`config.mk`:
```
export PLATFORM = sky130hd
export DESIGN_NAME = mfio_port_block
export DESIGN_NICKNAME = d
export VERILOG_FILES = /design/src/mfio_pkg.sv /design/src/mfio_pin_cell.sv /design/src/mfio_port_block.sv
export VERILOG_INCLUDE_DIRS = /design/src
export SDC_FILE = /design/constraint.sdc
export NUM_CORES = 1
export LEC_CHECK = 0
export ABC_AREA = 1
export BUFFER_PORTS_ARGS = -buffer_cell sky130_fd_sc_hd__buf_2
export CAP_MARGIN = 20
export CORE_ASPECT_RATIO = 1.1
export CORE_MARGIN = 2
export CORE_UTILIZATION = 45
export DETAILED_ROUTE_END_ITERATION = 10
export PLACE_DENSITY = 0.71
export SYNTH_ARGS = -nofsm -noshare
export SYNTH_HDL_FRONTEND = slang
export SYNTH_SLANG_ARGS = --single-unit
```
`constraint.sdc`:
```
create_clock -name SYS_CLK_IN -period 11.3 [get_ports SYS_CLK_IN]
set_input_delay 2.26 -clock SYS_CLK_IN [delete_from_list [all_inputs] [get_ports SYS_CLK_IN]]
set_output_delay 2.26 -clock SYS_CLK_IN [all_outputs]
set_load 0.005 [all_outputs]
```
`src/mfio_defs.svh`:
```
// Offsets, field positions and reset values of the multifunction I/O block.
// Included by the package and the port block module; definitions only.
`ifndef MFIO_DEFS_SVH
`define MFIO_DEFS_SVH

`define MFIO_NUM_PORTS      6
`define MFIO_PORT_A         3'h0
`define MFIO_PORT_B         3'h1
`define MFIO_PORT_C         3'h2
`define MFIO_PORT_D         3'h3
`define MFIO_PORT_E         3'h4
`define MFIO_PORT_G         3'h5
`define MFIO_ADDR_KIND_HI   6
`define MFIO_ADDR_KIND_LO   4
`define MFIO_ADDR_PORT_HI   2
`define MFIO_ADDR_PORT_LO   0
`define MFIO_KIND_IN        3'h0
`define MFIO_KIND_OUT       3'h1
`define MFIO_KIND_DIR       3'h2
`define MFIO_KIND_DRV       3'h3
`define MFIO_KIND_OE        3'h4
`define MFIO_RST_OUT        8'h00
`define MFIO_RST_DIR        8'h00
`define MFIO_RST_DRV        8'h00
`define MFIO_JTAG_TDO_BIT   3
`define MFIO_PORT_D_MASK    8'h0F

`endif

```
`src/mfio_pkg.sv`:
```
// Types shared by the multifunction I/O block.
// Assumes mfio_defs.svh is on the include path.
`include "mfio_defs.svh"

package mfio_pkg;

    typedef enum logic [2:0]
    {
        MFIO_REG_IN  = 3'b000,
        MFIO_REG_OUT = 3'b001,
        MFIO_REG_DIR = 3'b010,
        MFIO_REG_DRV = 3'b011,
        MFIO_REG_OE  = 3'b100
    } mfio_reg_kind_t;

    typedef struct packed
    {
        logic [5:0][7:0] dout;
        logic [5:0][7:0] dir;
        logic [5:0][7:0] drv;
        logic [7:0]      rdata;
        logic            wr_n_prev;
    } mfio_state_t;

endpackage

```
`src/mfio_pin_cell.sv`:
```
// Output multiplexer and driver control of one eight-pin port.
// Purely combinational; the caller owns all registers and the pin wire.
`timescale 1ns/1ps

module mfio_pin_cell #(
    parameter int W       = 8,
    parameter bit OD_CAPS = 1'b1
) (
    input  wire logic [W-1:0] dout_in,      // Output value register
    input  wire logic [W-1:0] dir_in,       // Direction register
    input  wire logic [W-1:0] drv_in,       // Drive select register
    input  wire logic [W-1:0] alt_sel_in,   // Pin owned by an array output
    input  wire logic [W-1:0] alt_data_in,  // Array output level
    input  wire logic [W-1:0] alt_oe_in,    // Array enable product term
    input  wire logic [W-1:0] force_in_in,  // Dedicated input function
    output logic      [W-1:0] pin_out,      // Pin output level
    output logic      [W-1:0] pin_oe_out    // Pin driver enable
);

    initial
    begin
        if (W < 1 || W > 8)
            $error("mfio_pin_cell: width out of range");
    end

    logic [W-1:0] level;
    logic [W-1:0] enable;
    logic [W-1:0] od_mode;

    always_comb
    begin
        level   = (alt_sel_in & alt_data_in) | (~alt_sel_in & dout_in);
        enable  = (alt_oe_in | dir_in) & ~force_in_in;
        od_mode = OD_CAPS ? drv_in : '0;
        // Open drain never drives high; the board pull-up does
        pin_out    = level & ~od_mode;
        pin_oe_out = enable & ~(od_mode & level);
    end

endmodule

```
`src/mfio_port_block.sv`:
```
// Register block of the multifunction I/O ports, seen by the processor.
// Assumes the processor strobes are synchronous to SYS_CLK_IN and that the
// pin wires are resolved outside from the driver enables.
`timescale 1ns/1ps
`include "mfio_defs.svh"

module mfio_port_block (
    input  wire logic       SYS_CLK_IN,     // System clock
    input  wire logic       RST_N_IN,       // Async reset, active low
    input  wire logic       REG_SEL_IN,     // Register block decode select
    input  wire logic       RD_N_IN,        // Read strobe, active low
    input  wire logic       WR_N_IN,        // Write strobe, active low
    input  wire logic [7:0] ADDR_IN,        // Register address
    input  wire logic       BUS16_IN,       // 16-bit data configuration
    input  wire logic [7:0] PORT_F_IN,      // Data D7..D0 pin level
    output logic      [7:0] PORT_F_OUT,     // Data D7..D0 drive level
    output logic      [7:0] PORT_F_OE_OUT,  // Data D7..D0 driver enable
    input  wire logic [7:0] PORT_A_IN,      // Port A pin level
    output logic      [7:0] PORT_A_OUT,     // Port A drive level
    output logic      [7:0] PORT_A_OE_OUT,  // Port A driver enable
    input  wire logic [7:0] PORT_B_IN,      // Port B pin level
    output logic      [7:0] PORT_B_OUT,     // Port B drive level
    output logic      [7:0] PORT_B_OE_OUT,  // Port B driver enable
    input  wire logic [7:0] PORT_C_IN,      // Port C pin level
    output logic      [7:0] PORT_C_OUT,     // Port C drive level
    output logic      [7:0] PORT_C_OE_OUT,  // Port C driver enable
    output logic      [7:0] SLEW_FAST_C_OUT,// Port C fast slew select
    input  wire logic [3:0] PORT_D_IN,      // Port D pin level
    output logic      [3:0] PORT_D_OUT,     // Port D drive level
    output logic      [3:0] PORT_D_OE_OUT,  // Port D driver enable
    input  wire logic [7:0] PORT_E_IN,      // Port E pin level
    output logic      [7:0] PORT_E_OUT,     // Port E drive level
    output logic      [7:0] PORT_E_OE_OUT,  // Port E driver enable
    input  wire logic [7:0] PORT_G_IN,      // Port G pin level
    output logic      [7:0] PORT_G_OUT,     // Port G drive level
    output logic      [7:0] PORT_G_OE_OUT,  // Port G driver enable
    input  wire logic [7:0] CELL_A_SEL_IN,  // Port A pins owned by group A cells
    input  wire logic [7:0] CELL_A_DATA_IN, // Group A output cells
    input  wire logic [7:0] CELL_A_OE_IN,   // Group A enable terms
    input  wire logic [7:0] CELL_B_SEL_IN,  // Port B pins owned by group B cells
    input  wire logic [7:0] CELL_B_DATA_IN, // Group B output cells
    input  wire logic [7:0] CELL_B_OE_IN,   // Group B enable terms
    input  wire logic [7:0] ECS_SEL_IN,     // Port C pins owned by chip selects
    input  wire logic [7:0] ECS_DATA_IN,    // External chip selects
    input  wire logic [7:0] ECS_OE_IN,      // Chip select enable terms
    input  wire logic       LOGIC_CLOCK_INPUT_EN_IN,    // Port D pin 1 is logic clock
    input  wire logic       DEVSEL_EN_IN,   // Port D pin 2 is device select
    input  wire logic       WRH_EN_IN,      // Port D pin 3 is high-byte strobe
    input  wire logic       JTAG_ON_IN,     // Port E low pins are programming port
    input  wire logic       JTAG_TDO_IN,    // Programming port serial out
    input  wire logic       JTAG_TDO_OE_IN, // Programming port out enable
    output logic      [7:0] IMC_A_OUT,      // Port A levels to input macrocells
    output logic      [7:0] IMC_B_OUT,      // Port B levels to input macrocells
    output logic      [7:0] IMC_C_OUT,      // Port C levels to input macrocells
    output logic      [3:0] ARR_D_OUT,      // Port D levels straight to arrays
    output logic            LOGIC_CLK_OUT,  // Clock to macrocells and power-down
    output logic            DESELECT_OUT,   // Memories and registers disabled
    output logic            WR_HIGH_OUT,    // High-byte write strobe, active high
    output logic      [2:0] JTAG_IN_OUT     // TMS, TCK, TDI from port E
);

    localparam int NP = `MFIO_NUM_PORTS;

    initial
    begin
        if (`MFIO_JTAG_TDO_BIT > 7)
            $error("mfio_port_block: programming out bit out of range");
    end

    // Reset release through two flops
    logic rst_meta_ff;
    logic rst_sync_ff;

    always_ff @(posedge SYS_CLK_IN or negedge RST_N_IN)
    begin
        if (!RST_N_IN)
        begin
            rst_meta_ff <= 1'b0;
            rst_sync_ff <= 1'b0;
        end
        else
        begin
            rst_meta_ff <= 1'b1;
            rst_sync_ff <= rst_meta_ff;
        end
    end

    mfio_pkg::mfio_state_t st_ff;
    mfio_pkg::mfio_state_t nxt_st;

    logic [NP-1:0][7:0] pin_lvl;
    logic [NP-1:0][7:0] alt_sel;
    logic [NP-1:0][7:0] alt_data;
    logic [NP-1:0][7:0] alt_oe;
    logic [NP-1:0][7:0] force_in;
    logic [NP-1:0][7:0] drv_eff;
    logic [NP-1:0][7:0] dir_eff;
    logic [NP-1:0][7:0] pin_o;
    logic [NP-1:0][7:0] pin_oe;
    logic               deselect;
    logic               bus_read;
    logic               bus_write;
    logic [2:0]         port_idx;
    logic [2:0]         kind;

    function automatic logic [7:0] port_mask(input logic [2:0] idx);
        port_mask = (idx == `MFIO_PORT_D) ? `MFIO_PORT_D_MASK : 8'hFF;
    endfunction

    assign deselect  = DEVSEL_EN_IN & PORT_D_IN[2];
    assign bus_read  = REG_SEL_IN & ~RD_N_IN & ~deselect;
    assign bus_write = REG_SEL_IN & ~WR_N_IN & st_ff.wr_n_prev & ~deselect;
    assign port_idx  = ADDR_IN[`MFIO_ADDR_PORT_HI:`MFIO_ADDR_PORT_LO];
    assign kind      = ADDR_IN[`MFIO_ADDR_KIND_HI:`MFIO_ADDR_KIND_LO];

    assign pin_lvl[0] = PORT_A_IN;
    assign pin_lvl[1] = PORT_B_IN;
    assign pin_lvl[2] = PORT_C_IN;
    assign pin_lvl[3] = {4'h0, PORT_D_IN};
    assign pin_lvl[4] = PORT_E_IN;
    assign pin_lvl[5] = PORT_G_IN;

    // Array sources per port
    always_comb
    begin
        alt_sel  = '0;
        alt_data = '0;
        alt_oe   = '0;
        force_in = '0;
        drv_eff  = st_ff.drv;
        dir_eff  = st_ff.dir;
        alt_sel[0]  = CELL_A_SEL_IN;
        alt_data[0] = CELL_A_DATA_IN;
        alt_oe[0]   = CELL_A_OE_IN;
        alt_sel[1]  = CELL_B_SEL_IN;
        alt_data[1] = CELL_B_DATA_IN;
        alt_oe[1]   = CELL_B_OE_IN;
        alt_sel[2]  = ECS_SEL_IN;
        alt_data[2] = ECS_DATA_IN;
        alt_oe[2]   = ECS_OE_IN;
        // Dedicated port D inputs never drive; upper four bits do not exist
        force_in[3] = {4'hF, WRH_EN_IN, DEVSEL_EN_IN, LOGIC_CLOCK_INPUT_EN_IN, 1'b0};
        if (JTAG_ON_IN)
        begin
            force_in[4][2:0]                  = 3'h7;
            alt_sel[4][`MFIO_JTAG_TDO_BIT]  = 1'b1;
            alt_data[4][`MFIO_JTAG_TDO_BIT] = JTAG_TDO_IN;
            alt_oe[4][`MFIO_JTAG_TDO_BIT]   = JTAG_TDO_OE_IN;
            drv_eff[4][`MFIO_JTAG_TDO_BIT]  = 1'b0;
        end
        if (BUS16_IN)
        begin
            // Port G is data D15..D8; registers are a byte wide, so it reads zero
            alt_sel[5]  = 8'hFF;
            alt_data[5] = 8'h00;
            alt_oe[5]   = {8{bus_read}};
            drv_eff[5]  = 8'h00;
            // Stale direction bits must not fight the high data byte
            dir_eff[5]  = 8'h00;
        end
    end

    genvar gi;
    generate
        for (gi = 0; gi < NP; gi++)
        begin : g_port
            mfio_pin_cell #(
                .W       (8),
                .OD_CAPS (gi != 2 && gi != 3)
            ) u_cell (
                .dout_in     (st_ff.dout[gi]),
                .dir_in      (dir_eff[gi]),
                .drv_in      (drv_eff[gi]),
                .alt_sel_in  (alt_sel[gi]),
                .alt_data_in (alt_data[gi]),
                .alt_oe_in   (alt_oe[gi]),
                .force_in_in (force_in[gi]),
                .pin_out     (pin_o[gi]),
                .pin_oe_out  (pin_oe[gi])
            );
        end
    endgenerate

    // Register read mux: pin level is live, not a stale sample
    function automatic logic [7:0] read_mux(
        input mfio_pkg::mfio_state_t s,
        input logic [NP-1:0][7:0]    lvl,
        input logic [NP-1:0][7:0]    oe,
        input logic [2:0]            k,
        input logic [2:0]            p
    );
        logic [7:0] v;
        v = 8'h00;
        if (p < 3'(NP))
        begin
            case (k)
                `MFIO_KIND_IN:  v = lvl[p];
                `MFIO_KIND_OUT: v = s.dout[p];
                `MFIO_KIND_DIR: v = s.dir[p];
                `MFIO_KIND_DRV: v = s.drv[p];
                `MFIO_KIND_OE:  v = oe[p];
                default:        v = 8'h00;
            endcase
        end
        read_mux = v & port_mask(p);
    endfunction

    always_comb
    begin
        nxt_st           = st_ff;
        nxt_st.wr_n_prev = WR_N_IN | ~REG_SEL_IN;
        if (bus_read)
            nxt_st.rdata = read_mux(st_ff, pin_lvl, pin_oe, kind, port_idx);
        // Port G registers are locked while it carries the high data byte
        if (bus_write && port_idx < 3'(NP) && !(BUS16_IN && port_idx == `MFIO_PORT_G))
        begin
            case (kind)
                `MFIO_KIND_OUT: nxt_st.dout[port_idx] = PORT_F_IN & port_mask(port_idx);
                `MFIO_KIND_DIR: nxt_st.dir[port_idx]  = PORT_F_IN & port_mask(port_idx);
                `MFIO_KIND_DRV: nxt_st.drv[port_idx]  = PORT_F_IN & port_mask(port_idx);
                default:        nxt_st.rdata = nxt_st.rdata;
            endcase
        end
    end

    always_ff @(posedge SYS_CLK_IN or negedge rst_sync_ff)
    begin
        if (!rst_sync_ff)
        begin
            st_ff.dout      <= {NP{`MFIO_RST_OUT}};
            st_ff.dir       <= {NP{`MFIO_RST_DIR}};
            st_ff.drv       <= {NP{`MFIO_RST_DRV}};
            st_ff.rdata     <= 8'h00;
            st_ff.wr_n_prev <= 1'b1;
        end
        else
        begin
            st_ff <= nxt_st;
        end
    end

    // Port F is only ever the data bus
    assign PORT_F_OUT      = st_ff.rdata;
    assign PORT_F_OE_OUT   = {8{bus_read}};
    assign PORT_A_OUT      = pin_o[0];
    assign PORT_A_OE_OUT   = pin_oe[0];
    assign PORT_B_OUT      = pin_o[1];
    assign PORT_B_OE_OUT   = pin_oe[1];
    assign PORT_C_OUT      = pin_o[2];
    assign PORT_C_OE_OUT   = pin_oe[2];
    assign SLEW_FAST_C_OUT = st_ff.drv[2];
    assign PORT_D_OUT      = pin_o[3][3:0];
    assign PORT_D_OE_OUT   = pin_oe[3][3:0];
    assign PORT_E_OUT      = pin_o[4];
    assign PORT_E_OE_OUT   = pin_oe[4];
    assign PORT_G_OUT      = pin_o[5];
    assign PORT_G_OE_OUT   = pin_oe[5];
    assign IMC_A_OUT       = PORT_A_IN;
    assign IMC_B_OUT       = PORT_B_IN;
    assign IMC_C_OUT       = PORT_C_IN;
    assign ARR_D_OUT       = PORT_D_IN;
    assign LOGIC_CLK_OUT   = LOGIC_CLOCK_INPUT_EN_IN & PORT_D_IN[1];
    assign DESELECT_OUT    = deselect;
    assign WR_HIGH_OUT     = WRH_EN_IN & ~PORT_D_IN[3];
    assign JTAG_IN_OUT     = JTAG_ON_IN ? PORT_E_IN[2:0] : 3'h0;
endmodule

```
# Word level (Yosys, flattened, before mapping)
# Cells that the tools add are included.
# W data, S select, Z words.
[word_totals]
ff_bits = 155
in_bits = 144
out_inout_bits = 146
elab_cells = 133
[classes]
order_cmp = 3
n_eq_ne = 6
mux = 30
bitwise_logic = 63
n_reduce_logical = 9
[ops]
columns = ["cell", "n"]
rows = [
  ["$and A8 B8 Y8", 24],
  ["$bwmux W48", 3],
  ["$bmux W8 S3", 5],
  ["$mux W8", 14],
  ["$not A8 Y8", 13],
  ["$or A8 B8 Y8", 8],
  ["$pmux W8 S5", 1],
  ["$demux W8 S3", 1],
  ["$eq A3 B2 Y1 const B", 3],
  ["$and A1 B1 Y1", 8],
  ["$not A3 Y8", 1],
  ["$not A4 Y8", 1],
  ["$or A4 B8 Y8", 1],
  ["$eq A3 B3 Y1 const B", 2],
  ["$mux W3", 2],
  ["$reduce_and A2 Y1", 3],
  ["$not A1 Y1", 5],
  ["$and A4 B4 Y4", 1],
  ["$logic_and A1 B1 Y1", 4],
  ["$lt A3 B4 Y1 const B", 1],
  ["$mux W1", 4],
  ["$eq A3 B1 Y1 const B", 1],
  ["$ge A3 B1 Y1 const B", 1],
  ["$logic_not A3 Y1", 1],
  ["other kinds (3)", 3],
]

# Logic depth before layout (Yosys ltp)
# Gate-level depths: netlist of the first run.
[logic_depth]
ltp_word = 14
ltp_mapped = 15

# Cells and area by module
# Synthesis of the first run repeated with hierarchy kept, for this count alone.
[hier_totals]
cells_unflattened = 1658
area_unflattened_um2 = 10903.0
[by_module_without_submodules]
columns = ["module", "instances", "cells_each", "area_per_inst_um2"]
rows = [
  ["mfio_port_block", 1, 1338, 9221.3],
  ["mfio_pin_cell at g_port[0].u_cell ...", 4, 56, 330.3],
  ["mfio_pin_cell at g_port[2].u_cell ...", 2, 48, 180.2],
]

# Worst setup path before layout of the first run
# No wires, ideal clock.
[synth_path]
kind = "in2out"
from = "input port PORT_D_IN[2]"
to = "output port PORT_G_OE_OUT[0]"
arrival_ns = 3.685
required_time_ns = 9.040
path_slack_ns = 5.355
stages = 6
path_buffers = 1
path_cell_list = "nand2_1 -> inv_1 -> nor3_1 -> nand2_1 -> clkbuf_1 -> a21boi_0"
[synth_via]
elab_chain_len = 6
[synth_lines]
columns = ["item", "line_no", "source"]
rows = [
  ["from (decl)", "mfio_port_block.sv:28", "input wire logic [3:0] PORT_D_IN,"],
  ["$and A1 B1 Y1", "mfio_port_block.sv:110", "assign deselect = DEVSEL_EN_IN & PORT_D_IN[2];"],
  ["net DESELECT_OUT", "mfio_port_block.sv:57", "output logic DESELECT_OUT,"],
  ["$not A1 Y1", "mfio_port_block.sv:111", "assign bus_read = REG_SEL_IN & ~RD_N_IN & ~deselect;"],
  ["$and A1 B1 Y1", "mfio_port_block.sv:111", ""],
  ["net bus_read", "mfio_port_block.sv:101", "logic bus_read;"],
  ["$mux W8", "mfio_port_block.sv:151", "if (BUS16_IN)"],
  ["$or A8 B8 Y8", "mfio_pin_cell.sv:33", "enable = (alt_oe_in | dir_in) & ~force_in_in;"],
  ["$and A8 B8 Y8", "mfio_pin_cell.sv:37", "pin_oe_out = enable & ~(od_mode & level);"],
  ["to (decl)", "mfio_port_block.sv:36", "output logic [7:0] PORT_G_OE_OUT,"],
]
# The timed path passes the listed nets, and every way through them passes these cells.

# Worst setup path after layout of the first run
[layout_path]
from = "input port DEVSEL_EN_IN"
to = "output port PORT_G_OE_OUT[3]"
[layout_via]
elab_chain_len = 6
[layout_lines]
columns = ["item", "line_no", "source"]
rows = [
  ["from (decl)", "mfio_port_block.sv:47", "input wire logic DEVSEL_EN_IN,"],
  ["$and A1 B1 Y1", "mfio_port_block.sv:110", ""],
  ["$not A1 Y1", "mfio_port_block.sv:111", ""],
  ["$and A1 B1 Y1", "mfio_port_block.sv:111", ""],
  ["$mux W8", "mfio_port_block.sv:151", ""],
  ["$or A8 B8 Y8", "mfio_pin_cell.sv:33", ""],
  ["$and A8 B8 Y8", "mfio_pin_cell.sv:37", ""],
]
# Every way passes these cells.

==> results.py, run 1 <==
metrics = {
    "clocking": {
        "clockBufferDepth": 2,
        "clock_sinks": 155,
        "htreeDepth": 4,
        "post_cts_resized": 0,
        "clk_latency_ns": 0.44,
        "cts.clk_slew.worst_paths_ns": 0.06,
        "cts_setup_buffers": 0,
        "cts_tree": "built",
        "cts_buffers": 17,
        "cts_hold_buf": 0,
        "cts-root-buf": "clkbuf_16",
    },
    "detailed_routing": {
        "wl_met3_um": 2999,
        "drtAntennaViolNets": 0,
        "top_layer_used": "met4",
        "drt_iter0_drc": 919,
        "met1_length_um": 13940,
        "vias": 10730,
        "wl_met2_um": 17750,
        "dr.pass1.iters": 5,
        "wl_um": 36230,
        "wire_per_inst_um": 17.55,
        "vias_per_cell": 5.198,
        "drc": 0,
    },
    "die": {
        "dieArea_sq_mm": 0.02337,
        "fp.dieW_um": 145.9,
        "core_sq_mm": 0.02189,
        "initial_utilization": 0.4555,
        "die_h_um": 160.1,
        "num_io_pins": 290,
        "placementRows": 57,
    },
    "logic_synthesis": {
        "ys_types": 28,
        "synth_common_cells": "682 x nand2_1, 184 x o21ai_0, 154 x dfrtp_1, 154 x inv_1, 124 x nor2_1",
        "synth_largest_area_cell": "dfrtp_1",
        "synth_top_area_share": 0.3864,
        "synth.most_common_cell": "nand2_1",
        "avgSynthCellArea_sq_um": 6.340,
        "syn_inst": 1573,
        "synth_fp_nets": 1717,
        "synth_ff_type": "dfrtp_1",
        "synth_area_leaders": "dfrtp_1 39%, nand2_1 26%, o21ai_0 9.2%",
        "yosys_warnings": 0,
        "synth_area_sq_mm": 0.009973,
        "synth-edff-count": 0,
        "yosysSeqAreaShare": 0.3890,
        "ys_async_sr_fraction": 1.000,
        "synth_seq_cells": 155,
    },
    "power_and_ir_drop": {
        "share_seq_of_total_power": 0.417,
        "clockPowerShare": 0.418,
        "switchingPower_mw": 0.4367,
        "vdd_ir_drop_max_uv": 98.83,
        "power.share.switching": 0.2981,
        "p_per_area_mw_per_mm2": 124.8,
        "p_int_mw": 1.028,
        "p_leak_nw": 7.112,
        "combPwrFrac": 0.165,
    },
    "global_routing": {
        "grt-ovfl-total": 0,
        "grt_max_degree": 62,
        "grt_pass1_vias": 10170,
        "grt_pass1_wl_um": 55470,
        "antenna_found_initial": 2,
        "track_usage": 0.3069,
    },
    "layout": {
        "nets": 1898,
        "instances_no_fill": 2064,
        "fill_cells": 2235,
        "final_core_util": 0.5360,
        "drive_gt1_frac": 0.2060,
        "synthToLayoutAreaGrowth_pct": 17.68,
    },
    "timing": {
        "fin_ws_ns": 4.641,
        "rsz0062_at_grt": "false",
        "worst_slew_pin_slew_ns": 1.098,
        "fin_skew_ns": 0.01198,
        "finalCriticalPeriod_ns": 6.659,
        "setup-tns-final_ns": 0,
        "slew_viol_final": 0,
        "setup_violations": 0,
        "hold_viol_final": 0,
        "fin_crit_sh": 0.5893,
        "fmax_ghz": 0.1502,
        "max_slew_margin": 0.2655,
    },
    "outcome": {
        "status": "finished clean",
    },
    "worst_setup_path": {
        "r2r_cells": 4,
        "endpoint": "PORT_G_OE_OUT[3]",
        "worstSetupPathType": "primary input to output port",
        "rrSetupSlack_ns": 8.41,
        "rr_endpoint": "dir_eff[7]",
        "start_kind": "primary input",
        "critical_path_arrival_ns": 4.40,
        "startpoint": "DEVSEL_EN_IN",
        "crit_required_ns": 9.04,
        "worstSetupEndpointType": "output port",
        "r2r_start": "st_ff[0]",
        "cp_max_fo": 16,
    },
    "placement": {
        "place_inst": 2030,
        "post-dp-hpwl_um": 26850,
        "gp_congestion": 0.9246,
        "numPortBuffers": 287,
        "dp_slack_ns": 4.567,
    },
    "job": {
        "maxCapViolations": 0,
    },
    "hold_path": {
        "worst_hold_path_type": "flop to asynchronous set/reset pin",
    },
}
routing by layer:
| layer | global-route usage | vias up |
|---|---|---|
| met1 | 0.3720 | 4973 |
| met5 | 0 | - |
| met2 | 0.5257 | 518 |
| met3 | 0.06029 | 86 |
| li1 | - | 5151 |
| met4 | 0.1435 | 0 |
worst max-delay path, cell delays in order:
cell,delay (ns)
buf_2,0.14
nand2_1,0.06
inv_1,0.12
nor3_1,0.73
nand2_1,0.56
a21boi_0,0.36
buf_2,0.16
power by group through the flow:
stage	logic, mW	registers, mW	clock network (mW)
global route	0.269	0.614	0.634
global placement	0.234	0.619	0
detailed placement	0.238	0.621	0
CTS	0.240	0.610	0.615
finish	0.241	0.611	0.613
floorplan	0.142	0.617	0
area by class of cell:
| class | instances | area [sq um] | area share |
|---|---|---|---|
| flip-flops and latches | 155 | 3884 | 0.3309 |
| well taps | 295 | 369.1 | 0.03145 |
| multi-input cells | 1127 | 4756 | 0.4052 |
| inverters | 157 | 589.3 | 0.05021 |
| diodes | 2 | 5.005 | 0.0004264 |
| repair buffers | 296 | 1511 | 0.1288 |
| clock buffers | 18 | 439.2 | 0.03742 |
| clock inverters | 14 | 182.7 | 0.01556 |
worst min path at each step:
| stage | start | end | slack (ns) |
|---|---|---|---|
| after floorplan | rst_meta_ff | rst_sync_ff | 0.33 |
| after global placement | rst_meta_ff | rst_sync_ff | 0.34 |
| after detailed placement | rst_meta_ff | rst_sync_ff | 0.34 |
| after CTS | rst_meta_ff | rst_sync_ff | 0.35 |
| after global routing | rst_meta_ff | rst_sync_ff | 0.36 |
| final | rst_sync_ff | drv_eff[34] | 0.34 |
cell families after synthesis:
kind of cell           count (synthesis)  share of synthesized area
flip-flops                           155                     0.3890
buffers and inverters                291                     0.1341
AND/OR/NAND/NOR                      893                     0.3572
AO/OA/AOI/OAI                        233                     0.1193
other                                  1                  0.0003760
sequential cells by signal, summed over array words and instances (netlist names):
name             cells
PORT_F_OUT           8
rst_sync_ff          1
st_ff               66
rst_meta_ff          1
SLEW_FAST_C_OUT      8
drv_eff             31
dir_eff             40
placed cells by master, fill, tap and decap left out, types with 2 or more instances in the layout:
cell	instances
nor3_1	10
inv_1	154
buf_4	7
buf_2	287
o21ai_1	9
inv_2	2
a21boi_0	8
nand2_1	682
nor2_1	124
nand3_1	36
nand4_1	8
inv_6	6
nor3_2	3
diode_2	2
buf_6	2
dfrtp_1	153
nor2_2	8
clkbuf_16	17
o21ai_0	184
or2_2	15
a21oi_1	30
bufinv_16	3
nor2_4	2
nand3_2	3
clkinv_4	4
per-stage QoR:
stage	hold slack, ns	power, mW	instance area [sq um]
2_1_floorplan	0.3312	0.7593	9973
3_3_place_gp	0.3367	0.8532	11090
3_5_place_dp	0.3389	0.8587	11110
4_1_cts	0.3535	1.465	11730
5_1_grt	0.3602	1.517	11730
6_report	0.3439	1.465	11740
(Power assumes the default switching activity.)
==> run 2, diff against run 1 <==
--- a/config.mk
+++ b/config.mk
@@ -6,14 +6,14 @@
 export SDC_FILE = /design/constraint.sdc
 export NUM_CORES = 1
 export LEC_CHECK = 0
-export ABC_AREA = 1
+export ABC_AREA = 0
 export BUFFER_PORTS_ARGS = -buffer_cell sky130_fd_sc_hd__buf_2
 export CAP_MARGIN = 20
 export CORE_ASPECT_RATIO = 1.1
 export CORE_MARGIN = 2
 export CORE_UTILIZATION = 45
 export DETAILED_ROUTE_END_ITERATION = 10
-export PLACE_DENSITY = 0.71
+export PLACE_DENSITY = 0.74
 export SYNTH_ARGS = -nofsm -noshare
 export SYNTH_HDL_FRONTEND = slang
 export SYNTH_SLANG_ARGS = --single-unit
==> constraint.sdc (replaced) <==
create_clock -name SYS_CLK_IN -period 5.35 [get_ports SYS_CLK_IN]
set_input_delay 1.07 -clock SYS_CLK_IN [delete_from_list [all_inputs] [get_ports SYS_CLK_IN]]
set_output_delay 1.07 -clock SYS_CLK_IN [all_outputs]
set_load 0.005 [all_outputs]
==> results.py, run 2 <==
metrics = {
    "logic_synthesis": {
        "yosysSeqAreaShare": 0.4119,
        "synth_compound_area_frac": 0.1091,
        "synth_fa_ha_area_frac": 0,
        "ys_types": 55,
        "synth.most_common_cell": "mux2_2",
        "syn_inst": 877,
        "yosys.area_share.xor_xnor": 0,
        "synth_top_area_share": 0.4091,
        "avgSynthCellArea_sq_um": 10.74,
        "synth_largest_area_cell": "dfrtp_1",
        "yosys.area_share.simple": 0.1219,
        "synth.mux.area_fraction": 0.2786,
        "synth_seq_cells": 155,
        "synth_ff_type": "dfrtp_1",
        "synth_area_sq_mm": 0.009419,
        "synth_fp_nets": 1021,
        "synth-edff-count": 0,
        "synth_common_cells": "161 x mux2_2, 154 x dfrtp_1, 72 x mux2i_1",
        "yosys_warnings": 0,
        "ys_async_sr_fraction": 1.000,
        "synth_top_family_by_area": "multiplexers",
        "synth_area_leaders": "dfrtp_1 41%, mux2_2 19%, mux2i_1 7.7%",
    },
    "timing": {
        "worst_slew_pin_slew_ns": 1.092,
        "fin_crit_sh": 0.7039,
        "slew_viol_final": 0,
        "rsz0062_at_grt": "false",
        "setup-tns-final_ns": 0,
        "max_slew_margin": 0.2707,
        "fmax_ghz": 0.2655,
        "fin_skew_ns": 0.009237,
        "setup_violations": 0,
        "finalCriticalPeriod_ns": 3.766,
        "hold_viol_final": 0,
    },
    "clocking": {
        "htreeDepth": 4,
        "post_cts_resized": 0,
        "clk_latency_ns": 0.44,
        "cts.clk_slew.worst_paths_ns": 0.06,
        "cts_hold_buf": 0,
        "cts-root-buf": "clkbuf_16",
        "cts_setup_buffers": 0,
        "cts_buffers": 17,
        "cts_tree": "built",
        "clockBufferDepth": 2,
        "clock_sinks": 155,
    },
    "detailed_routing": {
        "drtAntennaViolNets": 0,
        "vias_per_cell": 5.996,
        "dr.pass1.iters": 6,
        "wl_um": 32150,
        "vias": 8155,
        "wire_per_inst_um": 23.64,
        "drc": 0,
        "drt_iter0_drc": 772,
    },
    "worst_setup_path": {
        "r2r_start": "st_ff[0]",
        "start_kind": "primary input",
        "cp_max_fo": 18,
        "critical_path_arrival_ns": 2.70,
        "rr_endpoint": "drv_eff[25]",
        "worstSetupPathType": "primary input to output port",
        "worstSetupEndpointType": "output port",
        "rrSetupSlack_ns": 2.72,
        "r2r_cells": 5,
        "crit_required_ns": 4.28,
        "startpoint": "BUS16_IN",
    },
    "die": {
        "fp.dieW_um": 141.9,
        "placementRows": 55,
        "num_io_pins": 290,
        "core_sq_mm": 0.02058,
        "initial_utilization": 0.4578,
        "dieArea_sq_mm": 0.02211,
        "die_h_um": 155.7,
    },
    "layout": {
        "largest_register": "st_ff",
        "final_cell_mix": "286 x buf_2, 161 x mux2_2, 153 x dfrtp_1",
        "final_core_util": 0.5470,
        "synthToLayoutAreaGrowth_pct": 19.49,
        "drive_gt1_frac": 0.4846,
        "layout_commonest_cell": "buf_2",
        "instances_no_fill": 1360,
        "nets": 1235,
        "diodes": 0,
        "largest_reg_flops": 66,
    },
    "global_routing": {
        "global_route.usage.met2": 0.4649,
        "grt_pass1_vias": 8035,
        "grt_pass1_wl_um": 47610,
        "grt_max_degree": 63,
        "grt-ovfl-total": 0,
        "met3_usage": 0.07612,
        "track_usage": 0.2914,
        "antenna_found_initial": 0,
        "grt.busiest_layer": "met2",
        "grtUsageMet1": 0.3663,
    },
    "placement": {
        "numPortBuffers": 287,
        "place_inst": 1328,
        "post-dp-hpwl_um": 22320,
        "gp_congestion": 0.9161,
    },
    "hold_path": {
        "worstHoldEndpoint": "rst_sync_ff",
        "hold_start": "rst_meta_ff",
        "worst_hold_path_type": "flop to flop",
        "hold_depth": 0,
    },
    "power_and_ir_drop": {
        "total_power_mw": 2.942,
        "vdd_ir_drop_max_uv": 235.0,
        "p_leak_nw": 5.839,
        "p_per_area_mw_per_mm2": 261.4,
    },
    "job": {
        "maxCapViolations": 0,
    },
    "outcome": {
        "status": "finished clean",
    },
}
## run 2: stage by stage
stage | hold slack, ns | instance area [sq um] | worst slack (ns)
finish | 0.3512 | 11250 | 1.584
global route | 0.3696 | 11250 | 1.588
CTS | 0.3546 | 11250 | 1.657
detailed placement | 0.3403 | 10640 | 1.463
global placement | 0.3372 | 10640 | 1.542
floorplan | 0.3312 | 9419 | 0.7132
## run 2: logic make-up (layout without fill, tap and decap cells)
| family | Yosys count | in the layout |
|---|---|---|
| AO/OA/AOI/OAI | 151 | 151 |
| buffers and inverters | 127 | 354 |
| flip-flops | 155 | 155 |
| multiplexers | 237 | 237 |
| other | 1 | 1 |
| AND/OR/NAND/NOR | 206 | 206 |
## run 2: area by class of cell
cell class	instances	area [sq um]
tap	256	320.3
clock inverter	14	177.7
clock buffer	18	439.2
inverter	19	71.32
timing repair buffer	303	1559
fill	1797	9321
sequential	155	3884
multi-input combinational	595	4803
## run 2: worst max-delay path by stage
stage                                  end  slack, ns  cells past startpoint
after CTS                 PORT_G_OE_OUT[7]       1.66                      4
after global placement         drv_eff[27]       1.54                      7
after global routing      PORT_G_OE_OUT[7]       1.59                      4
after floorplan              PORT_F_OUT[0]       0.71                      0
after detailed placement       drv_eff[27]       1.46                      7
final                     PORT_G_OE_OUT[7]       1.58                      4
## run 2: power breakdown
group	internal [mW]	leakage [nW]	switching (mW)	total, mW
Combinational	0.187	3.40	0.226	0.412
Sequential	1.22	2.14	0.0501	1.27
Clock	0.720	0.297	0.541	1.26
Total	2.12	5.84	0.817	2.94
## run 2: routing by layer
layer | share of wire | up-vias
li1 | - | 3559
met1 | 0.39 | 3973
met2 | 0.46 | 515
met3 | 0.10 | 108
met4 | 0.046 | 0
met5 | 0 | -
## run 2: worst max-delay path: stages
cell	delay (ns)
buf_2	0.39
nand3_1	0.69
nand2_1	0.36
buf_2	0.16
==> run 3, diff against run 2 <==
--- a/config.mk
+++ b/config.mk
@@ -13,7 +13,7 @@
 export CORE_MARGIN = 2
 export CORE_UTILIZATION = 45
 export DETAILED_ROUTE_END_ITERATION = 10
-export PLACE_DENSITY = 0.74
+export PLACE_DENSITY = 0.72
 export SYNTH_ARGS = -nofsm -noshare
 export SYNTH_HDL_FRONTEND = slang
 export SYNTH_SLANG_ARGS = --single-unit
==> constraint.sdc (replaced) <==
create_clock -name SYS_CLK_IN -period 3.8 [get_ports SYS_CLK_IN]
set_input_delay 0.76 -clock SYS_CLK_IN [delete_from_list [all_inputs] [get_ports SYS_CLK_IN]]
set_output_delay 0.76 -clock SYS_CLK_IN [all_outputs]
set_load 0.005 [all_outputs]
==> results.py, run 3 (synthesized netlist as in run 2, its figures left out) <==
metrics = {
    "outcome": {
        "status": "finished clean",
    },
    "detailed_routing": {
        "drc": 0,
        "vias": 8000,
        "drtAntennaViolNets": 0,
        "drt_iter0_drc": 770,
        "wl_um": 31930,
        "wire_per_inst_um": 23.33,
        "dr.pass1.iters": 5,
        "vias_per_cell": 5.844,
    },
    "worst_setup_path": {
        "worstSetupEndpointType": "flop",
        "cp_max_fo": 22,
        "worstSetupPathType": "primary input to flop",
        "start_kind": "primary input",
        "crit_required_ns": 4.12,
        "critical_path_arrival_ns": 3.17,
    },
    "global_routing": {
        "track_usage": 0.2866,
        "grt_pass1_wl_um": 46670,
        "met3_usage": 0.08963,
        "global_route.usage.met2": 0.4552,
        "grt.busiest_layer": "met2",
        "antenna_found_initial": 2,
        "grtUsageMet1": 0.3626,
        "grt_max_degree": 84,
        "grt_pass1_vias": 7887,
        "grt-ovfl-total": 0,
    },
    "hold_path": {
        "worst_hold_path_type": "primary input to asynchronous set/reset pin",
    },
    "timing": {
        "rsz0062_at_grt": "false",
        "worst_slew_pin_slew_ns": 0.8553,
        "finalCriticalPeriod_ns": 2.853,
        "fmax_ghz": 0.3505,
        "slew_viol_final": 0,
        "hold_viol_final": 0,
        "max_slew_margin": 0.4298,
        "fin_skew_ns": 0.008196,
        "setup_violations": 0,
        "setup-tns-final_ns": 0,
        "fin_crit_sh": 0.7509,
    },
    "die": {
        "placementRows": 55,
        "num_io_pins": 290,
        "dieArea_sq_mm": 0.02211,
        "fp.dieW_um": 141.9,
        "initial_utilization": 0.4578,
        "core_sq_mm": 0.02058,
        "die_h_um": 155.7,
    },
    "layout": {
        "fill_cells": 1809,
        "synthToLayoutAreaGrowth_pct": 20.42,
        "final_cell_mix": "286 x buf_2, 161 x mux2_2, 153 x dfrtp_1",
        "largest_reg_flops": 66,
        "drive_gt1_frac": 0.4869,
        "nets": 1242,
        "layout_commonest_cell": "buf_2",
        "largest_register": "st_ff",
        "instances_no_fill": 1369,
        "final_core_util": 0.5512,
        "fin_area_sq_mm": 0.01134,
    },
    "power_and_ir_drop": {
        "total_power_mw": 4.181,
        "vdd_ir_drop_max_uv": 333.2,
        "p_leak_nw": 5.888,
        "clockPowerShare": 0.434,
        "share_seq_of_total_power": 0.427,
        "p_int_mw": 3.096,
        "power.share.switching": 0.2594,
        "switchingPower_mw": 1.085,
        "p_per_area_mw_per_mm2": 368.6,
        "combPwrFrac": 0.139,
    },
    "clocking": {
        "clk_latency_ns": 0.44,
        "clock_sinks": 155,
        "clockBufferDepth": 2,
        "htreeDepth": 4,
        "cts_buffers": 17,
        "cts_setup_buffers": 0,
        "post_cts_resized": 0,
        "cts-root-buf": "clkbuf_16",
        "cts_tree": "built",
        "cts_hold_buf": 0,
        "cts.clk_slew.worst_paths_ns": 0.06,
    },
    "placement": {
        "place_inst": 1335,
        "post-dp-hpwl_um": 22260,
        "numPortBuffers": 287,
        "gp_congestion": 0.9207,
        "postPlaceCellArea_sq_mm": 0.01072,
    },
    "job": {
        "maxCapViolations": 0,
    },
}
run 3: worst paths after layout:
kind	slack, ns	endpoint	depth (start not counted)	from
min	0.09	rst_sync_ff	1	RST_N_IN
max in group asynchronous	2.43	dir_eff[27]	1	rst_sync_ff
max	0.95	drv_eff[27]	7	ADDR_IN[2]
max reg2reg	1.21	drv_eff[27]	5	st_ff[0]
min reg2reg	0.35	rst_sync_ff	0	rst_meta_ff
min in group SYS_CLK_IN	0.35	rst_sync_ff	0	rst_meta_ff
run 3: final cells by class:
| class | count | area (sq um) | area share |
|---|---|---|---|
| inverter | 19 | 71.32 | 0.006288 |
| timing repair buffer | 310 | 1637 | 0.1443 |
| antenna | 2 | 5.005 | 0.0004413 |
| multi-input combinational | 595 | 4806 | 0.4237 |
| sequential | 155 | 3884 | 0.3424 |
| clock inverter | 12 | 172.7 | 0.01522 |
| clock buffer | 20 | 446.7 | 0.03938 |
| tap | 256 | 320.3 | 0.02824 |
run 3: critical path: stages:
cell and delay, ns:
buf_2 0.25, nand2_1 0.17, nand2_1 0.10, a2111oi_4 0.44, and2_1 0.38, and3_1 0.65, mux2_2 0.40
run 3: power by group through the flow:
stage | clock [mW] | sequential, mW | combinational (mW)
after floorplan | 0 | 1.80 | 0.349
after global placement | 0 | 1.81 | 0.567
after detailed placement | 0 | 1.82 | 0.575
after CTS | 1.81 | 1.79 | 0.578
after global routing | 1.87 | 1.80 | 0.627
final | 1.81 | 1.79 | 0.581
run 3: metrics by stage:
stage / hold WS [ns] / setup slack (ns)
after global placement: 0.3386 / 0.5922
after global routing: 0.08216 / 0.8726
after floorplan: 0.3311 / 1.233
after CTS: 0.08666 / 0.9945
after detailed placement: 0.3387 / 0.5648
final: 0.09265 / 0.9465
run 3: routing by layer:
metal	vias up	routed length [um]
li1	3562	-
met1	3895	12540
met2	463	14900
met3	80	3363
met4	0	1132
met5	-	0
